## src/rtl/brom_pkg.sv

```systemverilog
package brom_pkg;
    localparam int         STAGES       = 8;
    localparam int         TAP_STAGE    = 3;
    localparam logic [7:0] SHIFT_RESET  = 8'h00;
    localparam logic       SERIAL_IN    = 1'h1;
    localparam logic [1:0] SYNC_RESET   = 2'h3;
endpackage

```

## src/rtl/brom_edge_sync.sv

```systemverilog
`timescale 1ns/1ns
module brom_edge_sync
(
    // Clock and reset
    input  wire logic clk_sys,
    input  wire logic nrst,
    // Pin side
    input  wire logic pin_n,
    // Rising edge of the synchronised pin
    output logic      rise
);
    import brom_pkg::*;

    typedef struct packed
    {
        logic [1:0] sync;
        logic       last;
    } brom_sync_t;

    brom_sync_t s_q;
    brom_sync_t s_d;

    always_comb
    begin
        s_d      = s_q;
        s_d.sync = {s_q.sync[0], pin_n};
        s_d.last = s_q.sync[1];
    end

    always_ff @(posedge clk_sys)
    begin
        if (!nrst)
        begin
            s_q <= {SYNC_RESET, 1'h1};
        end
        else
        begin
            s_q <= s_d;
        end
    end

    // Strobe released: low to high
    assign rise = s_q.sync[1] & ~s_q.last;
endmodule // brom_edge_sync

```

## src/rtl/brom_overlay_map.sv

```systemverilog
`timescale 1ns/1ns
module brom_overlay_map
(
    // Clock and reset
    input  wire logic clk_sys,
    input  wire logic nrst,
    // Processor bus and jumper pins
    input  wire logic address_strobe_n,
    input  wire logic overlay_force_jumper,
    // Stage outputs
    output logic      first_stage_out,
    output logic      fourth_stage_out,
    // Overlay to the address decoder
    output logic      overlay_n
);
    import brom_pkg::*;

    typedef struct packed
    {
        logic [STAGES-1:0] shift;
        logic [1:0]        jsync;
        logic              ovl_n;
    } brom_state_t;

    brom_state_t st_q;
    brom_state_t st_d;
    logic        strobe_done;

    // One strobe step: a one enters stage one, the rest move up
    function automatic logic [STAGES-1:0] shift_step
    (
        input logic [STAGES-1:0] cur
    );
        shift_step = {cur[STAGES-2:0], SERIAL_IN};
    endfunction

    // True when the set stages form an unbroken run from stage one
    function automatic logic filled_from_first
    (
        input logic [STAGES-1:0] stages
    );
        filled_from_first = ((stages + STAGES'(1)) & stages) == STAGES'(0);
    endfunction

    brom_edge_sync u_as_sync
    (
        .clk_sys (clk_sys),
        .nrst    (nrst),
        .pin_n   (address_strobe_n),
        .rise    (strobe_done)
    );

    always_comb
    begin
        st_d       = st_q;
        st_d.jsync = {st_q.jsync[0], overlay_force_jumper};
        if (strobe_done)
        begin
            st_d.shift = shift_step(st_q.shift);
        end
        // Low keeps ROM at zero; high hands zero to RAM
        st_d.ovl_n = st_d.shift[TAP_STAGE] & ~st_q.jsync[1];
    end

    always_ff @(posedge clk_sys)
    begin
        if (!nrst)
        begin
            st_q <= {SHIFT_RESET, 2'h0, 1'h0};
        end
        else
        begin
            st_q <= st_d;
        end
    end

    assign first_stage_out  = st_q.shift[0];
    assign fourth_stage_out = st_q.shift[TAP_STAGE];
    assign overlay_n        = st_q.ovl_n;

    // Helper: strobes since reset, saturating
    logic [3:0] n_strobes_q;
    always_ff @(posedge clk_sys)
    begin
        if (!nrst)
        begin
            n_strobes_q <= 4'h0;
        end
        else if (strobe_done && n_strobes_q != 4'hF)
        begin
            n_strobes_q <= n_strobes_q + 4'h1;
        end
    end

    a_reset_clears: assert property
    (
        @(posedge clk_sys)
        !nrst |=> st_q.shift == SHIFT_RESET
    )
    else
    begin
        $error("reset did not clear the shift register");
    end

    a_reset_outputs_low: assert property
    (
        @(posedge clk_sys)
        !nrst |=> !overlay_n && !first_stage_out && !fourth_stage_out
    )
    else
    begin
        $error("outputs not low after reset");
    end

    a_overlay_low_clear: assert property
    (
        @(posedge clk_sys) disable iff (!nrst)
        !fourth_stage_out |-> !overlay_n
    )
    else
    begin
        $error("overlay high while tap stage clear");
    end

    a_shift_on_edge: assert property
    (
        @(posedge clk_sys) disable iff (!nrst)
        strobe_done |=> st_q.shift == {$past(st_q.shift[STAGES-2:0]), 1'b1}
    )
    else
    begin
        $error("register did not shift on strobe");
    end

    a_hold_no_edge: assert property
    (
        @(posedge clk_sys) disable iff (!nrst)
        !strobe_done |=> $stable(st_q.shift)
    )
    else
    begin
        $error("register moved without strobe");
    end

    a_first_stage_one: assert property
    (
        @(posedge clk_sys) disable iff (!nrst)
        strobe_done |=> first_stage_out
    )
    else
    begin
        $error("first stage did not take a one");
    end

    a_stages_filled: assert property
    (
        @(posedge clk_sys) disable iff (!nrst)
        filled_from_first(st_q.shift)
    )
    else
    begin
        $error("set stages not a run from stage one");
    end

    a_tap_after_four: assert property
    (
        @(posedge clk_sys) disable iff (!nrst)
        fourth_stage_out == (n_strobes_q >= 4'h4)
    )
    else
    begin
        $error("tap stage not tied to four strobes");
    end

    a_overlay_needs_tap: assert property
    (
        @(posedge clk_sys) disable iff (!nrst)
        overlay_n |-> fourth_stage_out
    )
    else
    begin
        $error("overlay high before four strobes");
    end

    a_overlay_release: assert property
    (
        @(posedge clk_sys) disable iff (!nrst)
        fourth_stage_out && !st_q.jsync[1] |-> ##[0:1] overlay_n
    )
    else
    begin
        $error("overlay did not release ROM");
    end

    a_force_low: assert property
    (
        @(posedge clk_sys) disable iff (!nrst)
        st_q.jsync[1] |=> !overlay_n
    )
    else
    begin
        $error("forced overlay not low");
    end

    a_stays_high: assert property
    (
        @(posedge clk_sys) disable iff (!nrst)
        fourth_stage_out && !st_q.jsync[1] ##1 !st_q.jsync[1] |-> overlay_n
    )
    else
    begin
        $error("overlay fell before reset");
    end

    a_no_stage_lost: assert property
    (
        @(posedge clk_sys) disable iff (!nrst)
        ($past(st_q.shift) & ~st_q.shift) == STAGES'(0)
    )
    else
    begin
        $error("a set stage cleared without reset");
    end

    c_four_strobes: cover property
    (
        @(posedge clk_sys) disable iff (!nrst) $rose(overlay_n)
    );

    c_forced: cover property
    (
        @(posedge clk_sys) disable iff (!nrst) fourth_stage_out && !overlay_n
    );

    c_full: cover property
    (
        @(posedge clk_sys) disable iff (!nrst) st_q.shift[STAGES-1]
    );

    c_jumper_release: cover property
    (
        @(posedge clk_sys) disable iff (!nrst) $fell(st_q.jsync[1]) && fourth_stage_out
    );

    c_first_strobe: cover property
    (
        @(posedge clk_sys) disable iff (!nrst) strobe_done && !first_stage_out
    );
endmodule // brom_overlay_map

```

## config.mk

```make
export PLATFORM = sky130hd
export DESIGN_NAME = brom_overlay_map
export DESIGN_NICKNAME = d
export VERILOG_FILES = /design/src/rtl/brom_pkg.sv /design/src/rtl/brom_edge_sync.sv /design/src/rtl/brom_overlay_map.sv
export SDC_FILE = /design/constraint.sdc
export NUM_CORES = 1
export LEC_CHECK = 0
export ABC_CLOCK_PERIOD_IN_PS = 850
export BUFFER_PORTS_ARGS = -buffer_cell sky130_fd_sc_hd__buf_4
export CAP_MARGIN = 20
export CORE_AREA = 2 2 39 41
export DETAILED_ROUTE_END_ITERATION = 12
export DIE_AREA = 0 0 41 43
export PLACE_DENSITY = 0.46
export SLEW_MARGIN = 20
export SYNTH_ARGS = -nofsm -noshare
export SYNTH_HDL_FRONTEND = slang
export SYNTH_HIERARCHICAL = 1
export SYNTH_SLANG_ARGS = --single-unit
```

## constraint.sdc

```tcl
create_clock -name clk_sys -period 0.85 [get_ports clk_sys]
set_input_delay 0.17 -clock clk_sys [delete_from_list [all_inputs] [get_ports clk_sys]]
set_output_delay 0.17 -clock clk_sys [all_outputs]
set_load 0.005 [all_outputs]
```

# After elaboration in Yosys (flattened, before gate mapping)
# Index checks and enable logic that the tools add are counted.
# classes
bitwise,4
n_mux,1
# ops
operator,n
4-bit two-way mux,1
1-bit bitwise AND,2
1-bit NOT,2
# word_totals
regBits,10
out_inout_bits,3
inputBits,4
elab_cells,11

# Depth between registers and ports, before layout
# Gate-level depths: netlist of run 1.
# logic_depth
ltp_word,4
depth_mapped,3
mapped_depth_nobuf,3

# Hierarchy
# Netlist of run 1, hierarchy kept.
# by_module_without_submodules
mod,cells_per_inst,n_inst,area_each_um2,seq_area_each_um2
brom_overlay_map,17,1,221.5,140.1
brom_edge_sync,7,1,92.6,60.1

# Worst setup path before layout of run 1
# Ideal clock, no wire load.
# synth_path
path_type,register -> register
from,register u_as_sync.s_q (netlist bit u_as_sync/s_d[0])
to,register st_q (netlist bit fourth_stage_out)
setup_slack_ps,-67
setup_ps,122
t_required_ps,728
n_path_buf,0
arrival_time_ps,794
synth_period_minus_slack_ps,917
stages_incl_launch_ff,4
path_cell_list,dfxtp_1 -> nor2b_4 -> mux2i_1 -> nor2b_1
# synth_via
elab_chain_cells,2
# synth_lines
item,line_no,source
"start, declared",brom_edge_sync.sv:20,brom_sync_t s_q;
"start signal, assigned",brom_edge_sync.sv:34,"s_q <= {SYNC_RESET, 1'h1};"
1-bit bitwise AND,brom_edge_sync.sv:43,assign rise = s_q.sync[1] & ~s_q.last;
net strobe_done,brom_overlay_map.sv:27,logic strobe_done;
4-bit two-way mux,brom_overlay_map.sv:57,if (strobe_done)
"end signal, assigned",brom_overlay_map.sv:69,"st_q <= {SHIFT_RESET, 2'h0, 1'h0};"
"end signal, assigned",brom_overlay_map.sv:73,st_q <= st_d;
"end, declared",brom_overlay_map.sv:25,brom_state_t st_q;
# The timed path passes the listed nets, and every way through them passes these cells.
# A chain may end at the register's enable or synchronous reset.

# Worst setup path after layout of run 1
# layout_path
from,register u_as_sync.s_q (netlist bit u_as_sync/s_d[0])
to,register st_q (netlist bit overlay_n)
# layout_via
elab_chain_cells,3
# layout_lines
item,line_no,source
1-bit bitwise AND,brom_edge_sync.sv:43,
net strobe_done,brom_overlay_map.sv:27,
4-bit two-way mux,brom_overlay_map.sv:57,
1-bit bitwise AND,brom_overlay_map.sv:62,st_d.ovl_n = st_d.shift[TAP_STAGE] & ~st_q.jsync[1];
# The timed path passes the listed nets, and every way through them passes these cells.

==> insert_results.sql, run 1 <==
INSERT INTO impl_metrics (metric_group, metric, value, unit) VALUES
('status', 'status', 'finished, violations left', ''),
('status', 'failed_checks', 'setup timing', ''),
('die', 'die_height', '43', 'um'),
('worst_hold_path', 'hold_path_class', 'input pin to flip-flop', ''),
('logic_synthesis', 'synth.cell_area', '314', 'um2'),
('finish', 'proportion_of_layout_cells_with_a_drive_suffix_above_1', '0.441', ''),
('worst_setup_path', 'path_delay_family', 'flip-flops', ''),
('finish', 'fin_nets', '40', ''),
('cts', 'insertion_delay', '0.25', 'ns'),
('timing', 'tightestPinTransition', '0.199', 'ns'),
('power_and_ir_drop', 'p_leak', '0.166', 'nW'),
('drt', 'route.final.wire_length', '433', 'um'),
('cts', 'cts_root_buffer', 'sky130_fd_sc_hd__clkbuf_4', ''),
('global_routing', 'antenna_violations_before_repair', '0', ''),
('worst_setup_path', 'critical_path.max_fanout', '4', ''),
('timing', 'fin_worst_skew', '0.00314', 'ns'),
('timing', 'final_critical_path_setup_slack', '-0.118', 'ns'),
('die', 'die_width', '41', 'um'),
('finish', 'fillCellCount', '145', ''),
('power_and_ir_drop', 'power.density_cell_area', '1970', 'nW/um2'),
('timing', 'timing.hold.ws', '0.0937', 'ns'),
('timing', 'worst_slew_margin_rel', '0.865', ''),
('drt', 'first_pass_drt_iterations', '3', ''),
('timing', 'max_freq', '1030', 'MHz'),
('worst_setup_path', 'critical_path_top_delay_cell', 'sky130_fd_sc_hd__dfxtp_2', ''),
('cts', 'cts_inserted_buffers', '3', ''),
('drt', 'via_count', '192', ''),
('worst_setup_path', 'worst-setup-path-type', 'flip-flop to flip-flop', ''),
('worst_setup_path', 'critical_path.endpoint_type', 'flip-flop', ''),
('job', 'max_cap_viol_count', '0', ''),
('logic_synthesis', 'syn_inst', '24', ''),
('drt', 'antenna_violating_nets_post_route', '0', ''),
('timing', 'setup_viol', '5', ''),
('global_routing', 'grt_max_degree', '11', ''),
('cts', 'cts-root-to-sink-buffers', '2', ''),
('worst_setup_path', 'crit_chain', 'nor2b_4 > mux2i_2 > nor3b_2', ''),
('worst_setup_path', 'crit_path_start_kind', 'flip-flop', ''),
('timing', 'timing.final.crit_share', '1.14', ''),
('timing', 'timing.final.max_slew_violations', '0', ''),
('logic_synthesis', 'ys_seq_elements', '10', ''),
('power_and_ir_drop', 'ir_drop', '0.586', 'mV'),
('finish', 'final-seq-area', '203', 'um2'),
('die', 'die-area', '1760', 'um2'),
('cts', 'cts.htree.levels', '1', ''),
('drt', 'drcViolationCount', '0', ''),
('drt', 'drt-initial-drc-count', '2', ''),
('die', 'floorplan.initialDensity', '0.227', ''),
('placement', 'gp_congestion', '0.631', ''),
('logic_synthesis', 'synth_sequential_area_ratio', '0.637', ''),
('logic_synthesis', 'yosysWarningCount', '6', ''),
('timing', 'hold_viol', '0', ''),
('timing', 'final.min_clock_period', '0.968', 'ns'),
('die', 'top_level_pins', '7', ''),
('worst_setup_path', 'max_stage_delay', '0.32', 'ns'),
('cts', 'cts_tree', 'done', ''),
('finish', 'layout-area-overhead-vs-synth', '33.5', '%'),
('global_routing', 'grt_pass1_wl', '800', 'um'),
('finish', 'multi_input_area', '118', 'um2'),
('logic_synthesis', 'mappedNetlistNets', '28', ''),
('worst_setup_path', 'arrival_time_worst_endpoint', '1.11', 'ns'),
('global_routing', 'groute.usage.overall', '0.0757', ''),
('finish', 'fin_cells', '50', ''),
('cts', 'cts.reportedPaths.clkPinSlew', '0.06', 'ns'),
('global_routing', 'grt_pass1_vias', '202', ''),
('finish', 'num_antenna_cells', '0', ''),
('power_and_ir_drop', 'finalPower', '0.000825', 'W'),
('placement', 'placed_cells_incl_taps', '46', ''),
('die', 'rows', '14', ''),
('drt', 'viasPerCell', '3.84', ''),
('logic_synthesis', 'synth_cell_type_count', '8', ''),
('cts', 'cts.sinks', '10', ''),
('worst_setup_path', 'worst-path-buf-inv', '0', ''),
('timing', 'finalSetupTns', '-0.308', 'ns'),
('placement', 'setup_slack_after_placement', '-0.137', 'ns'),
('worst_setup_path', 'timing.critical_path.required', '0.99', 'ns'),
('drt', 'routedWlPerCell', '8.66', 'um'),
('placement', 'port_buffers', '6', ''),
('timing', 'grt_setup_unrepaired', 'yes', ''),
('die', 'core_area', '1380', 'um2'),
('global_routing', 'global_route_total_overflow', '0', ''),
('logic_synthesis', 'synth.avg_cell_area', '13.1', 'um2');
## cells in the final DEF, fill, tap and decap left out
cell and n:
sky130_fd_sc_hd__clkbuf_4 3, sky130_fd_sc_hd__nand2b_1 3, sky130_fd_sc_hd__nor2b_4 1, sky130_fd_sc_hd__nor3b_2 1, sky130_fd_sc_hd__o21a_1 1, sky130_fd_sc_hd__buf_4 6
sky130_fd_sc_hd__dfxtp_1 8, sky130_fd_sc_hd__mux2i_1 2, sky130_fd_sc_hd__dfxtp_2 2, sky130_fd_sc_hd__mux2i_2 1, sky130_fd_sc_hd__and2_1 2, sky130_fd_sc_hd__nor2b_1 3
sky130_fd_sc_hd__buf_6 1
## per-layer routing
| layer | wire length [um] | global-route usage |
|---|---|---|
| met1 | 192 | 0.0817 |
| met2 | 202 | 0.0906 |
| met4 | 10 | 0.100 |
| met5 | 0 | 0 |
| met3 | 28 | 0.0314 |
## synth_stat cells (all sizes together)
cell,number,share of area
o21a,1,0.024
nand2b,3,0.060
mux2i,3,0.096
and2,2,0.040
dfxtp,10,0.64
nor3b,1,0.040
nor2b,4,0.10
## power by group
group	internal, W	switching [W]
sequential	0.000481	0.00000419
combinational	0.0000260	0.0000120
clock	0.000162	0.000139
## stage by stage
step	util	instance area [um2]
final	0.303	419
after global routing	0.303	419
after CTS	0.303	419
after detailed placement	0.274	379
after global placement	0.274	379
after floorplan	-	314
## sequential cells by signal, indices dropped and copies added (netlist names)
signal            flops
u_as_sync/s_d         2
st_d                  1
fourth_stage_out      1
overlay_n             1
first_stage_out       1
u_as_sync/s_q         1
st_q                  3
## what timing repair did
action | CTS | global route
hold buffers | 0 | 0
pin swaps | 0 | 1
endpoints found under the setup margin | 7 | 7
gates resized for setup | 4 | 0
setup buffers | 1 | 0
## area by class of cell
cell class,count,share of cell area
Sequential cell,10,0.484
Tap cell,16,0.0478
Clock buffer,3,0.0537
Timing Repair Buffer,7,0.134
Multi-Input combinational cell,14,0.281
## logic make-up (layout without fill, tap and decap cells)
family / after synthesis / count (layout) / synth area share
compound gates: 1 / 1 / 0.0239
buf+inv: 0 / 10 / 0
simple gates: 10 / 10 / 0.243
flops: 10 / 10 / 0.637
mux: 3 / 3 / 0.0956
## final timing paths
kind | start | slack [ns] | end | cells past startpoint
max | u_as_sync/s_d[0] | -0.12 | overlay_n | 3
min | address_strobe_n | 0.09 | u_as_sync/s_d[2] | 2
max reg2reg | u_as_sync/s_d[0] | -0.12 | overlay_n | 3
min reg2reg | st_q[2] | 0.40 | overlay_n | 1
Note: power is estimated with default switching activity, not from simulation.
==> inputs of run 2 (changes only) <==
--- a/config.mk
+++ b/config.mk
@@ -5,13 +5,13 @@
 export SDC_FILE = /design/constraint.sdc
 export NUM_CORES = 1
 export LEC_CHECK = 0
-export ABC_CLOCK_PERIOD_IN_PS = 850
+export ABC_CLOCK_PERIOD_IN_PS = 1010
 export BUFFER_PORTS_ARGS = -buffer_cell sky130_fd_sc_hd__buf_4
 export CAP_MARGIN = 20
 export CORE_AREA = 2 2 39 41
 export DETAILED_ROUTE_END_ITERATION = 12
 export DIE_AREA = 0 0 41 43
-export PLACE_DENSITY = 0.46
+export PLACE_DENSITY = 0.38
 export SLEW_MARGIN = 20
 export SYNTH_ARGS = -nofsm -noshare
 export SYNTH_HDL_FRONTEND = slang
==> constraint.sdc (replaced) <==
create_clock -name clk_sys -period 1.01 [get_ports clk_sys]
set_input_delay 0.202 -clock clk_sys [delete_from_list [all_inputs] [get_ports clk_sys]]
set_output_delay 0.202 -clock clk_sys [all_outputs]
set_load 0.005 [all_outputs]
==> run 2 against run 1 <==
  * The run now ends clean
  * Via count fell by 6.3%
  * Maximum frequency fell by 1.0%
  * Power fell by 4.5%
  * Sequential share of layout area fell by 0.44 points
  * Non-clock buffer count fell by 1
  * Cell count did not move
  * Sequential power fell by 16%
==> insert_results.sql, run 2 (synthesis results as in run 1) <==
INSERT INTO impl_metrics (metric_group, metric, value, unit) VALUES
('power_and_ir_drop', 'internal-power', '0.000643', 'W'),
('die', 'floorplan.initialDensity', '0.227', ''),
('placement', 'port_buffers', '6', ''),
('global_routing', 'grt_pass1_wl', '600', 'um'),
('status', 'status', 'finished, final reports clean', ''),
('global_routing', 'grt_max_degree', '11', ''),
('drt', 'antenna_violating_nets_post_route', '0', ''),
('worst_setup_path', 'crit_path_start_kind', 'flip-flop', ''),
('cts', 'cts.sinks', '10', ''),
('timing', 'final.min_clock_period', '0.978', 'ns'),
('drt', 'viasPerCell', '3.60', ''),
('worst_setup_path', 'critical_path_top_delay_cell', 'sky130_fd_sc_hd__dfxtp_2', ''),
('die', 'die-area', '1760', 'um2'),
('finish', 'highest_count_cells_in_the_layout_ignoring_fill_and_taps', 'sky130_fd_sc_hd__dfxtp_1, sky130_fd_sc_hd__buf_4, sky130_fd_sc_hd__nor2b_1, sky130_fd_sc_hd__clkbuf_4, sky130_fd_sc_hd__nand2b_1', ''),
('placement', 'gp_congestion', '0.548', ''),
('worst_setup_path', 'worst-setup-path-type', 'flip-flop to flip-flop', ''),
('timing', 'worst_slew_margin_rel', '0.856', ''),
('timing', 'max_freq', '1020', 'MHz'),
('worst_setup_path', 'critical_path.max_fanout', '4', ''),
('finish', 'finish.utilization', '0.304', ''),
('drt', 'drt-initial-drc-count', '2', ''),
('cts', 'cts_tree', 'done', ''),
('drt', 'met3_length', '36', 'um'),
('finish', 'registers.top_by_ff_count', 'st_q', ''),
('global_routing', 'grt_pass1_vias', '152', ''),
('worst_setup_path', 'arrival_time_worst_endpoint', '1.12', 'ns'),
('cts', 'cts-root-to-sink-buffers', '2', ''),
('finish', 'fin_nets', '39', ''),
('timing', 'tightestPinTransition', '0.212', 'ns'),
('die', 'core_area', '1380', 'um2'),
('die', 'die_width', '41', 'um'),
('power_and_ir_drop', 'seqPwrFrac', '0.518', ''),
('cts', 'cts.reportedPaths.clkPinSlew', '0.07', 'ns'),
('finish', 'layout-area-overhead-vs-synth', '33.9', '%'),
('timing', 'grt_setup_unrepaired', 'yes', ''),
('worst_setup_path', 'critical_path.endpoint_type', 'flip-flop', ''),
('worst_hold_path', 'hold_path_class', 'input pin to flip-flop', ''),
('worst_setup_path', 'timing.critical_path.required', '1.16', 'ns'),
('cts', 'cts.htree.levels', '1', ''),
('placement', 'placed_cells_incl_taps', '46', ''),
('global_routing', 'groute.usage.overall', '0.0554', ''),
('timing', 'fin_worst_skew', '0.00242', 'ns'),
('cts', 'cts_inserted_buffers', '3', ''),
('power_and_ir_drop', 'power_frac_comb', '0.037', ''),
('die', 'top_level_pins', '7', ''),
('timing', 'hold_viol', '0', ''),
('finish', 'layout_commonest_cell', 'sky130_fd_sc_hd__dfxtp_1', ''),
('die', 'die_height', '43', 'um'),
('power_and_ir_drop', 'power.density_cell_area', '1870', 'nW/um2'),
('finish', 'fin_cells', '50', ''),
('drt', 'm1WireLength', '208', 'um'),
('finish', 'fillCellCount', '147', ''),
('drt', 'route.final.wire_length', '398', 'um'),
('power_and_ir_drop', 'p_leak', '0.167', 'nW'),
('global_routing', 'global_route_total_overflow', '0', ''),
('global_routing', 'antenna_violations_before_repair', '0', ''),
('drt', 'routedWlPerCell', '7.96', 'um'),
('drt', 'via_count', '180', ''),
('timing', 'timing.final.max_slew_violations', '0', ''),
('drt', 'highest_layer', 'met3', ''),
('die', 'rows', '14', ''),
('finish', 'proportion_of_layout_cells_with_a_drive_suffix_above_1', '0.412', ''),
('power_and_ir_drop', 'ir_drop', '0.645', 'mV'),
('worst_setup_path', 'max_stage_delay', '0.32', 'ns'),
('power_and_ir_drop', 'netSwitchingPower', '0.000145', 'W'),
('cts', 'insertion_delay', '0.26', 'ns'),
('drt', 'routed-wl-met2', '153', 'um'),
('timing', 'timing.hold.ws', '0.118', 'ns'),
('drt', 'first_pass_drt_iterations', '3', ''),
('worst_setup_path', 'crit_chain', 'nor2b_4 > mux2i_2 > nor2b_1', ''),
('drt', 'drcViolationCount', '0', ''),
('finish', 'num_antenna_cells', '0', ''),
('cts', 'cts_root_buffer', 'sky130_fd_sc_hd__clkbuf_4', ''),
('cts', 'cts.hold.buffers_added', '0', ''),
('timing', 'timing.final.crit_share', '0.968', ''),
('timing', 'setup_viol', '0', ''),
('job', 'max_cap_viol_count', '0', ''),
('power_and_ir_drop', 'pwr-share-clk', '0.445', ''),
('finish', 'largest_register_ff_count', '3', ''),
('power_and_ir_drop', 'power.switching_fraction', '0.184', '');
==> run 2: changes by cell type in the layout (fill, tap and decap cells not counted), sizes merged <==
cell / change
clkbuf: +1
buf: -1
==> run 2: area by class of cell <==
class                      instances  area (um2)  area share
multi-input combinational         14         118       0.280
timing repair buffer               6        45.0       0.107
clock buffer                       4        36.3      0.0863
sequential                        10         201       0.479
tap                               16        20.0      0.0476
==> run 2: worst paths after layout <==
check	end	slack [ns]	cells after the start	from
min reg2reg	overlay_n	0.41	1	st_q[2]
max	fourth_stage_out	0.03	3	u_as_sync/s_d[0]
max reg2reg	fourth_stage_out	0.03	3	u_as_sync/s_d[0]
min	u_as_sync/s_d[2]	0.12	2	address_strobe_n
==> run 2: timing repair <==
action | in CTS | in global routing
setup buffers | 0 | 0
gates resized for setup | 0 | 2
setup endpoints to repair | 0 | 2
==> run 2: per-layer routing <==
| metal | up-vias | global-route usage |
|---|---|---|
| met4 | 0 | 0.0600 |
| met2 | 6 | 0.0563 |
| li1 | 97 | - |
| met3 | 0 | 0.0314 |
| met5 | - | 0 |
| met1 | 77 | 0.0717 |
==> run 2: critical path, delay by kind of cell (launching register included) <==
family / cells / cell delay [ns]
and+or+nand+nor: 2 / 0.27
muxes: 1 / 0.28
DFF: 1 / 0.32
==> run 2: power by group through the flow <==
stage / combinational (W) / clock (W) / sequential [W]
finish: 0.0000288 / 0.000351 / 0.000408
global route: 0.0000319 / 0.000376 / 0.000409
CTS: 0.0000291 / 0.000363 / 0.000408
detailed placement: 0.0000291 / 0 / 0.000417
global placement: 0.0000289 / 0 / 0.000417
floorplan: 0.0000134 / 0 / 0.000417
==> run 2: stage by stage <==
stage / area [um2] / setup TNS, ns / total power (W) / worst slack, ns
2_1_floorplan: 314 / 0 / 0.000430 / 0.0935
3_3_place_gp: 379 / 0 / 0.000446 / 0.0383
3_5_place_dp: 379 / 0 / 0.000446 / 0.0222
4_1_cts: 415 / 0 / 0.000801 / 0.0205
5_1_grt: 420 / -0.0633 / 0.000817 / -0.0337
6_report: 420 / 0 / 0.000788 / 0.0321
==> inputs of run 3 (changes only) <==
--- a/config.mk
+++ b/config.mk
@@ -5,13 +5,14 @@
 export SDC_FILE = /design/constraint.sdc
 export NUM_CORES = 1
 export LEC_CHECK = 0
+export ABC_AREA = 1
 export ABC_CLOCK_PERIOD_IN_PS = 1010
 export BUFFER_PORTS_ARGS = -buffer_cell sky130_fd_sc_hd__buf_4
-export CAP_MARGIN = 20
+export CAP_MARGIN = 0
 export CORE_AREA = 2 2 39 41
 export DETAILED_ROUTE_END_ITERATION = 12
 export DIE_AREA = 0 0 41 43
-export PLACE_DENSITY = 0.38
+export PLACE_DENSITY = 0.39
 export SLEW_MARGIN = 20
 export SYNTH_ARGS = -nofsm -noshare
 export SYNTH_HDL_FRONTEND = slang
==> run 3 against run 2 <==
  * Maximum frequency grew 7.2%
  * Global-route usage grew 0.60 points
  * Via count grew 17%
  * Die area is the same
  * Synthesized cell count grew 50%
  * Clock skew shrank 0.00076 ns
  * Clock power shrank 29%
  * Hold slack gained 0.0017 ns
  * Non-clock buffer count is the same
  * Register-to-register slack gained 0.13 ns
  * Critical path depth shrank 2
  * First-iteration DRC count shrank 100%
  * Highest routed layer unchanged
==> insert_results.sql, run 3 <==
INSERT INTO impl_metrics (metric_group, metric, value, unit) VALUES
('global_routing', 'groute.usage.overall', '0.0615', ''),
('cts', 'cts.reportedPaths.clkPinSlew', '0.06', 'ns'),
('logic_synthesis', 'synth.top_cells.by_count', 'sky130_fd_sc_hd__dfxtp_1, sky130_fd_sc_hd__inv_1, sky130_fd_sc_hd__nand2_1', ''),
('finish', 'final-seq-area', '200', 'um2'),
('drt', 'via_count', '211', ''),
('worst_setup_path', 'path_delay_family', 'flip-flops', ''),
('timing', 'max_freq', '1100', 'MHz'),
('logic_synthesis', 'synth.top_cell.area_share', '0.627', ''),
('finish', 'layout-area-overhead-vs-synth', '27.5', '%'),
('global_routing', 'grt_pass1_wl', '614', 'um'),
('power_and_ir_drop', 'p_leak', '0.213', 'nW'),
('logic_synthesis', 'mappedNetlistNets', '40', ''),
('worst_setup_path', 'critical_path.max_fanout', '3', ''),
('worst_hold_path', 'worstHoldEndpoint', 'u_as_sync/s_d[2]', ''),
('cts', 'cts.sinks', '10', ''),
('timing', 'grt_setup_unrepaired', 'no', ''),
('worst_setup_path', 'timing.critical_path.required', '0.81', 'ns'),
('placement', 'place_area', '384', 'um2'),
('logic_synthesis', 'yosysMostFrequentCell', 'sky130_fd_sc_hd__dfxtp_1', ''),
('worst_setup_path', 'worst-path-buf-inv', '1', ''),
('die', 'die-area', '1760', 'um2'),
('worst_setup_path', 'r2r_setup_slack', '0.16', 'ns'),
('power_and_ir_drop', 'power.density_cell_area', '1730', 'nW/um2'),
('finish', 'highest_count_cells_in_the_layout_ignoring_fill_and_taps', 'sky130_fd_sc_hd__dfxtp_1, sky130_fd_sc_hd__inv_1, sky130_fd_sc_hd__nand2_1, sky130_fd_sc_hd__buf_4, sky130_fd_sc_hd__clkbuf_4', ''),
('logic_synthesis', 'netlist_top_cells_area', 'sky130_fd_sc_hd__dfxtp_1, sky130_fd_sc_hd__inv_1, sky130_fd_sc_hd__nand2_1', ''),
('logic_synthesis', 'synth_async_sr_flop_share', '0', ''),
('drt', 'drcViolationCount', '0', ''),
('finish', 'final_area', '407', 'um2'),
('finish', 'fillCellCount', '159', ''),
('timing', 'finalSetupTns', '0', 'ns'),
('logic_synthesis', 'synth-edff-count', '0', ''),
('finish', 'multi_input_area', '81.3', 'um2'),
('cts', 'cts-root-to-sink-buffers', '2', ''),
('worst_setup_path', 'crit_chain', 'buf_4', ''),
('worst_hold_path', 'hold_path_class', 'input pin to flip-flop', ''),
('worst_setup_path', 'crit_path_start_kind', 'flip-flop', ''),
('die', 'die_height', '43', 'um'),
('worst_setup_path', 'worst-setup-path-type', 'flip-flop to output port', ''),
('global_routing', 'grt_max_degree', '10', ''),
('placement', 'hpwlAfterDp', '296', 'um'),
('global_routing', 'grt_pass1_vias', '166', ''),
('worst_hold_path', 'holdPathStages', '3', ''),
('timing', 'fin_worst_skew', '0.00166', 'ns'),
('placement', 'gp_congestion', '0.629', ''),
('worst_hold_path', 'hold_path.startpoint', 'address_strobe_n', ''),
('cts', 'cts-resized-gates', '0', ''),
('finish', 'largest_register_ff_count', '3', ''),
('logic_synthesis', 'syn_inst', '36', ''),
('global_routing', 'global_route_total_overflow', '0', ''),
('logic_synthesis', 'ys.flop_type', 'sky130_fd_sc_hd__dfxtp_1', ''),
('cts', 'insertion_delay', '0.25', 'ns'),
('timing', 'timing.final.max_slew_violations', '0', ''),
('die', 'floorplan.initialDensity', '0.231', ''),
('worst_setup_path', 'worstReg2RegStart', 'u_as_sync/s_d[0]', ''),
('timing', 'hold_viol', '0', ''),
('drt', 'viasPerCell', '3.46', ''),
('finish', 'registers.top_by_ff_count', 'st_q', ''),
('cts', 'cts.hold.buffers_added', '0', ''),
('timing', 'tightestPinTransition', '0.214', 'ns'),
('logic_synthesis', 'synth.avg_cell_area', '8.86', 'um2'),
('status', 'status', 'finished, final reports clean', ''),
('die', 'rows', '14', ''),
('cts', 'cts_tree', 'done', ''),
('logic_synthesis', 'synth.cell_area', '319', 'um2'),
('logic_synthesis', 'synth.largest_area_cell', 'sky130_fd_sc_hd__dfxtp_1', ''),
('drt', 'antenna_violating_nets_post_route', '0', ''),
('logic_synthesis', 'synth_cell_type_count', '11', ''),
('finish', 'proportion_of_layout_cells_with_a_drive_suffix_above_1', '0.311', ''),
('worst_setup_path', 'critical_path.endpoint_type', 'output port', ''),
('power_and_ir_drop', 'ir_drop', '0.662', 'mV'),
('worst_setup_path', 'arrival_time_worst_endpoint', '0.71', 'ns'),
('drt', 'drt-initial-drc-count', '0', ''),
('die', 'core_area', '1380', 'um2'),
('logic_synthesis', 'synth_sequential_area_ratio', '0.627', ''),
('placement', 'port_buffers', '6', ''),
('worst_setup_path', 'max_stage_delay', '0.34', 'ns'),
('worst_setup_path', 'critical_path_top_delay_cell', 'sky130_fd_sc_hd__dfxtp_1', ''),
('finish', 'fin_nets', '51', ''),
('worst_setup_path', 'r2r.worst_path.cells', '5', ''),
('cts', 'cts_root_buffer', 'sky130_fd_sc_hd__clkbuf_4', ''),
('die', 'top_level_pins', '7', ''),
('timing', 'final.min_clock_period', '0.912', 'ns'),
('worst_setup_path', 'capture_point_of_the_worst_reg_to_reg_path', 'fourth_stage_out', ''),
('finish', 'layout_commonest_cell', 'sky130_fd_sc_hd__dfxtp_1', ''),
('timing', 'worst_slew_margin_rel', '0.857', ''),
('cts', 'cts.htree.levels', '1', ''),
('global_routing', 'antenna_violations_before_repair', '0', ''),
('timing', 'timing.final.crit_share', '0.903', ''),
('cts', 'post_cts.repair.setup_buffers', '0', ''),
('timing', 'setup_viol', '0', ''),
('drt', 'first_pass_drt_iterations', '1', ''),
('drt', 'routedWlPerCell', '6.43', 'um'),
('job', 'max_cap_viol_count', '0', ''),
('logic_synthesis', 'yosysWarningCount', '6', ''),
('finish', 'num_antenna_cells', '0', ''),
('drt', 'route.final.wire_length', '392', 'um'),
('cts', 'cts_inserted_buffers', '3', ''),
('logic_synthesis', 'ys_seq_elements', '10', ''),
('die', 'die_width', '41', 'um');
==> run 3: changes by cell type after synthesis, moves of 3 or more <==
cell,previous run,this run
sky130_fd_sc_hd__nand2b_1,3,0
sky130_fd_sc_hd__nand2_1,0,6
sky130_fd_sc_hd__nor2b_1,3,0
sky130_fd_sc_hd__mux2i_1,3,0
sky130_fd_sc_hd__inv_1,0,9
==> run 3: worst reg2reg max path, cell delays in order, from the launching register on <==
cell	delay, ns
sky130_fd_sc_hd__dfxtp_1	0.30
sky130_fd_sc_hd__inv_1	0.05
sky130_fd_sc_hd__nor2_2	0.18
sky130_fd_sc_hd__nand2_1	0.10
sky130_fd_sc_hd__nand3_2	0.09
sky130_fd_sc_hd__inv_1	0.04
==> run 3: how the worst max path moves through the flow <==
stage	from	endpoint	slack [ns]	cells after the start
2_1_floorplan	u_as_sync/s_d[0]	fourth_stage_out	0.20	5
3_3_place_gp	u_as_sync/s_d[0]	fourth_stage_out	0.16	5
3_5_place_dp	u_as_sync/s_d[0]	fourth_stage_out	0.15	5
4_1_cts	first_stage_out	first_stage_out	0.08	1
5_1_grt	first_stage_out	first_stage_out	0.05	1
6_report	first_stage_out	first_stage_out	0.1	1
==> run 3: kinds of logic (layout without fill, tap and decap cells) <==
kind of cell           after synthesis  after routing  share of synthesized area
DFF                                 10             10                      0.627
AOI/OAI and AO/OA                    4              4                     0.0706
buffers and inverters               10             19                      0.118
and+or+nand+nor                     12             12                      0.184
==> run 3: cell type report <==
type	instances	share of cell area
Timing Repair Buffer	6	0.111
Sequential cell	10	0.492
Inverter	10	0.0923
Clock buffer	3	0.0554
Tap cell	16	0.0492
Multi-Input combinational cell	16	0.200
==> run 3: power by group <==
part           total (W)  switching, W  leakage (nW)  internal [W]
clock network   0.000250      0.000113        0.0138      0.000136
registers       0.000415    0.00000507        0.0819      0.000409
logic          0.0000383     0.0000183         0.117     0.0000200
total           0.000703      0.000137         0.213      0.000566
==> run 3: per-stage QoR <==
step	instances	worst slack [ns]	util	total power, W	hold WS [ns]
4_1_cts	61	0.0762	0.294	0.000725	0.108
3_3_place_gp	58	0.162	0.278	0.000462	0.374
6_report	61	0.0979	0.294	0.000703	0.120
5_1_grt	61	0.0478	0.294	0.000755	0.104
3_5_place_dp	58	0.150	0.278	0.000463	0.379
2_1_floorplan	36	0.204	-	0.000441	0.271
==> run 3: routing by layer <==
| layer | vias up | routed length, um | global-route usage |
|---|---|---|---|
| li1 | 122 | - | - |
| met1 | 84 | 182 | 0.0619 |
| met2 | 5 | 186 | 0.0656 |
| met3 | 0 | 23 | 0.0314 |
| met4 | 0 | 0 | 0.100 |
| met5 | - | 0 | 0 |
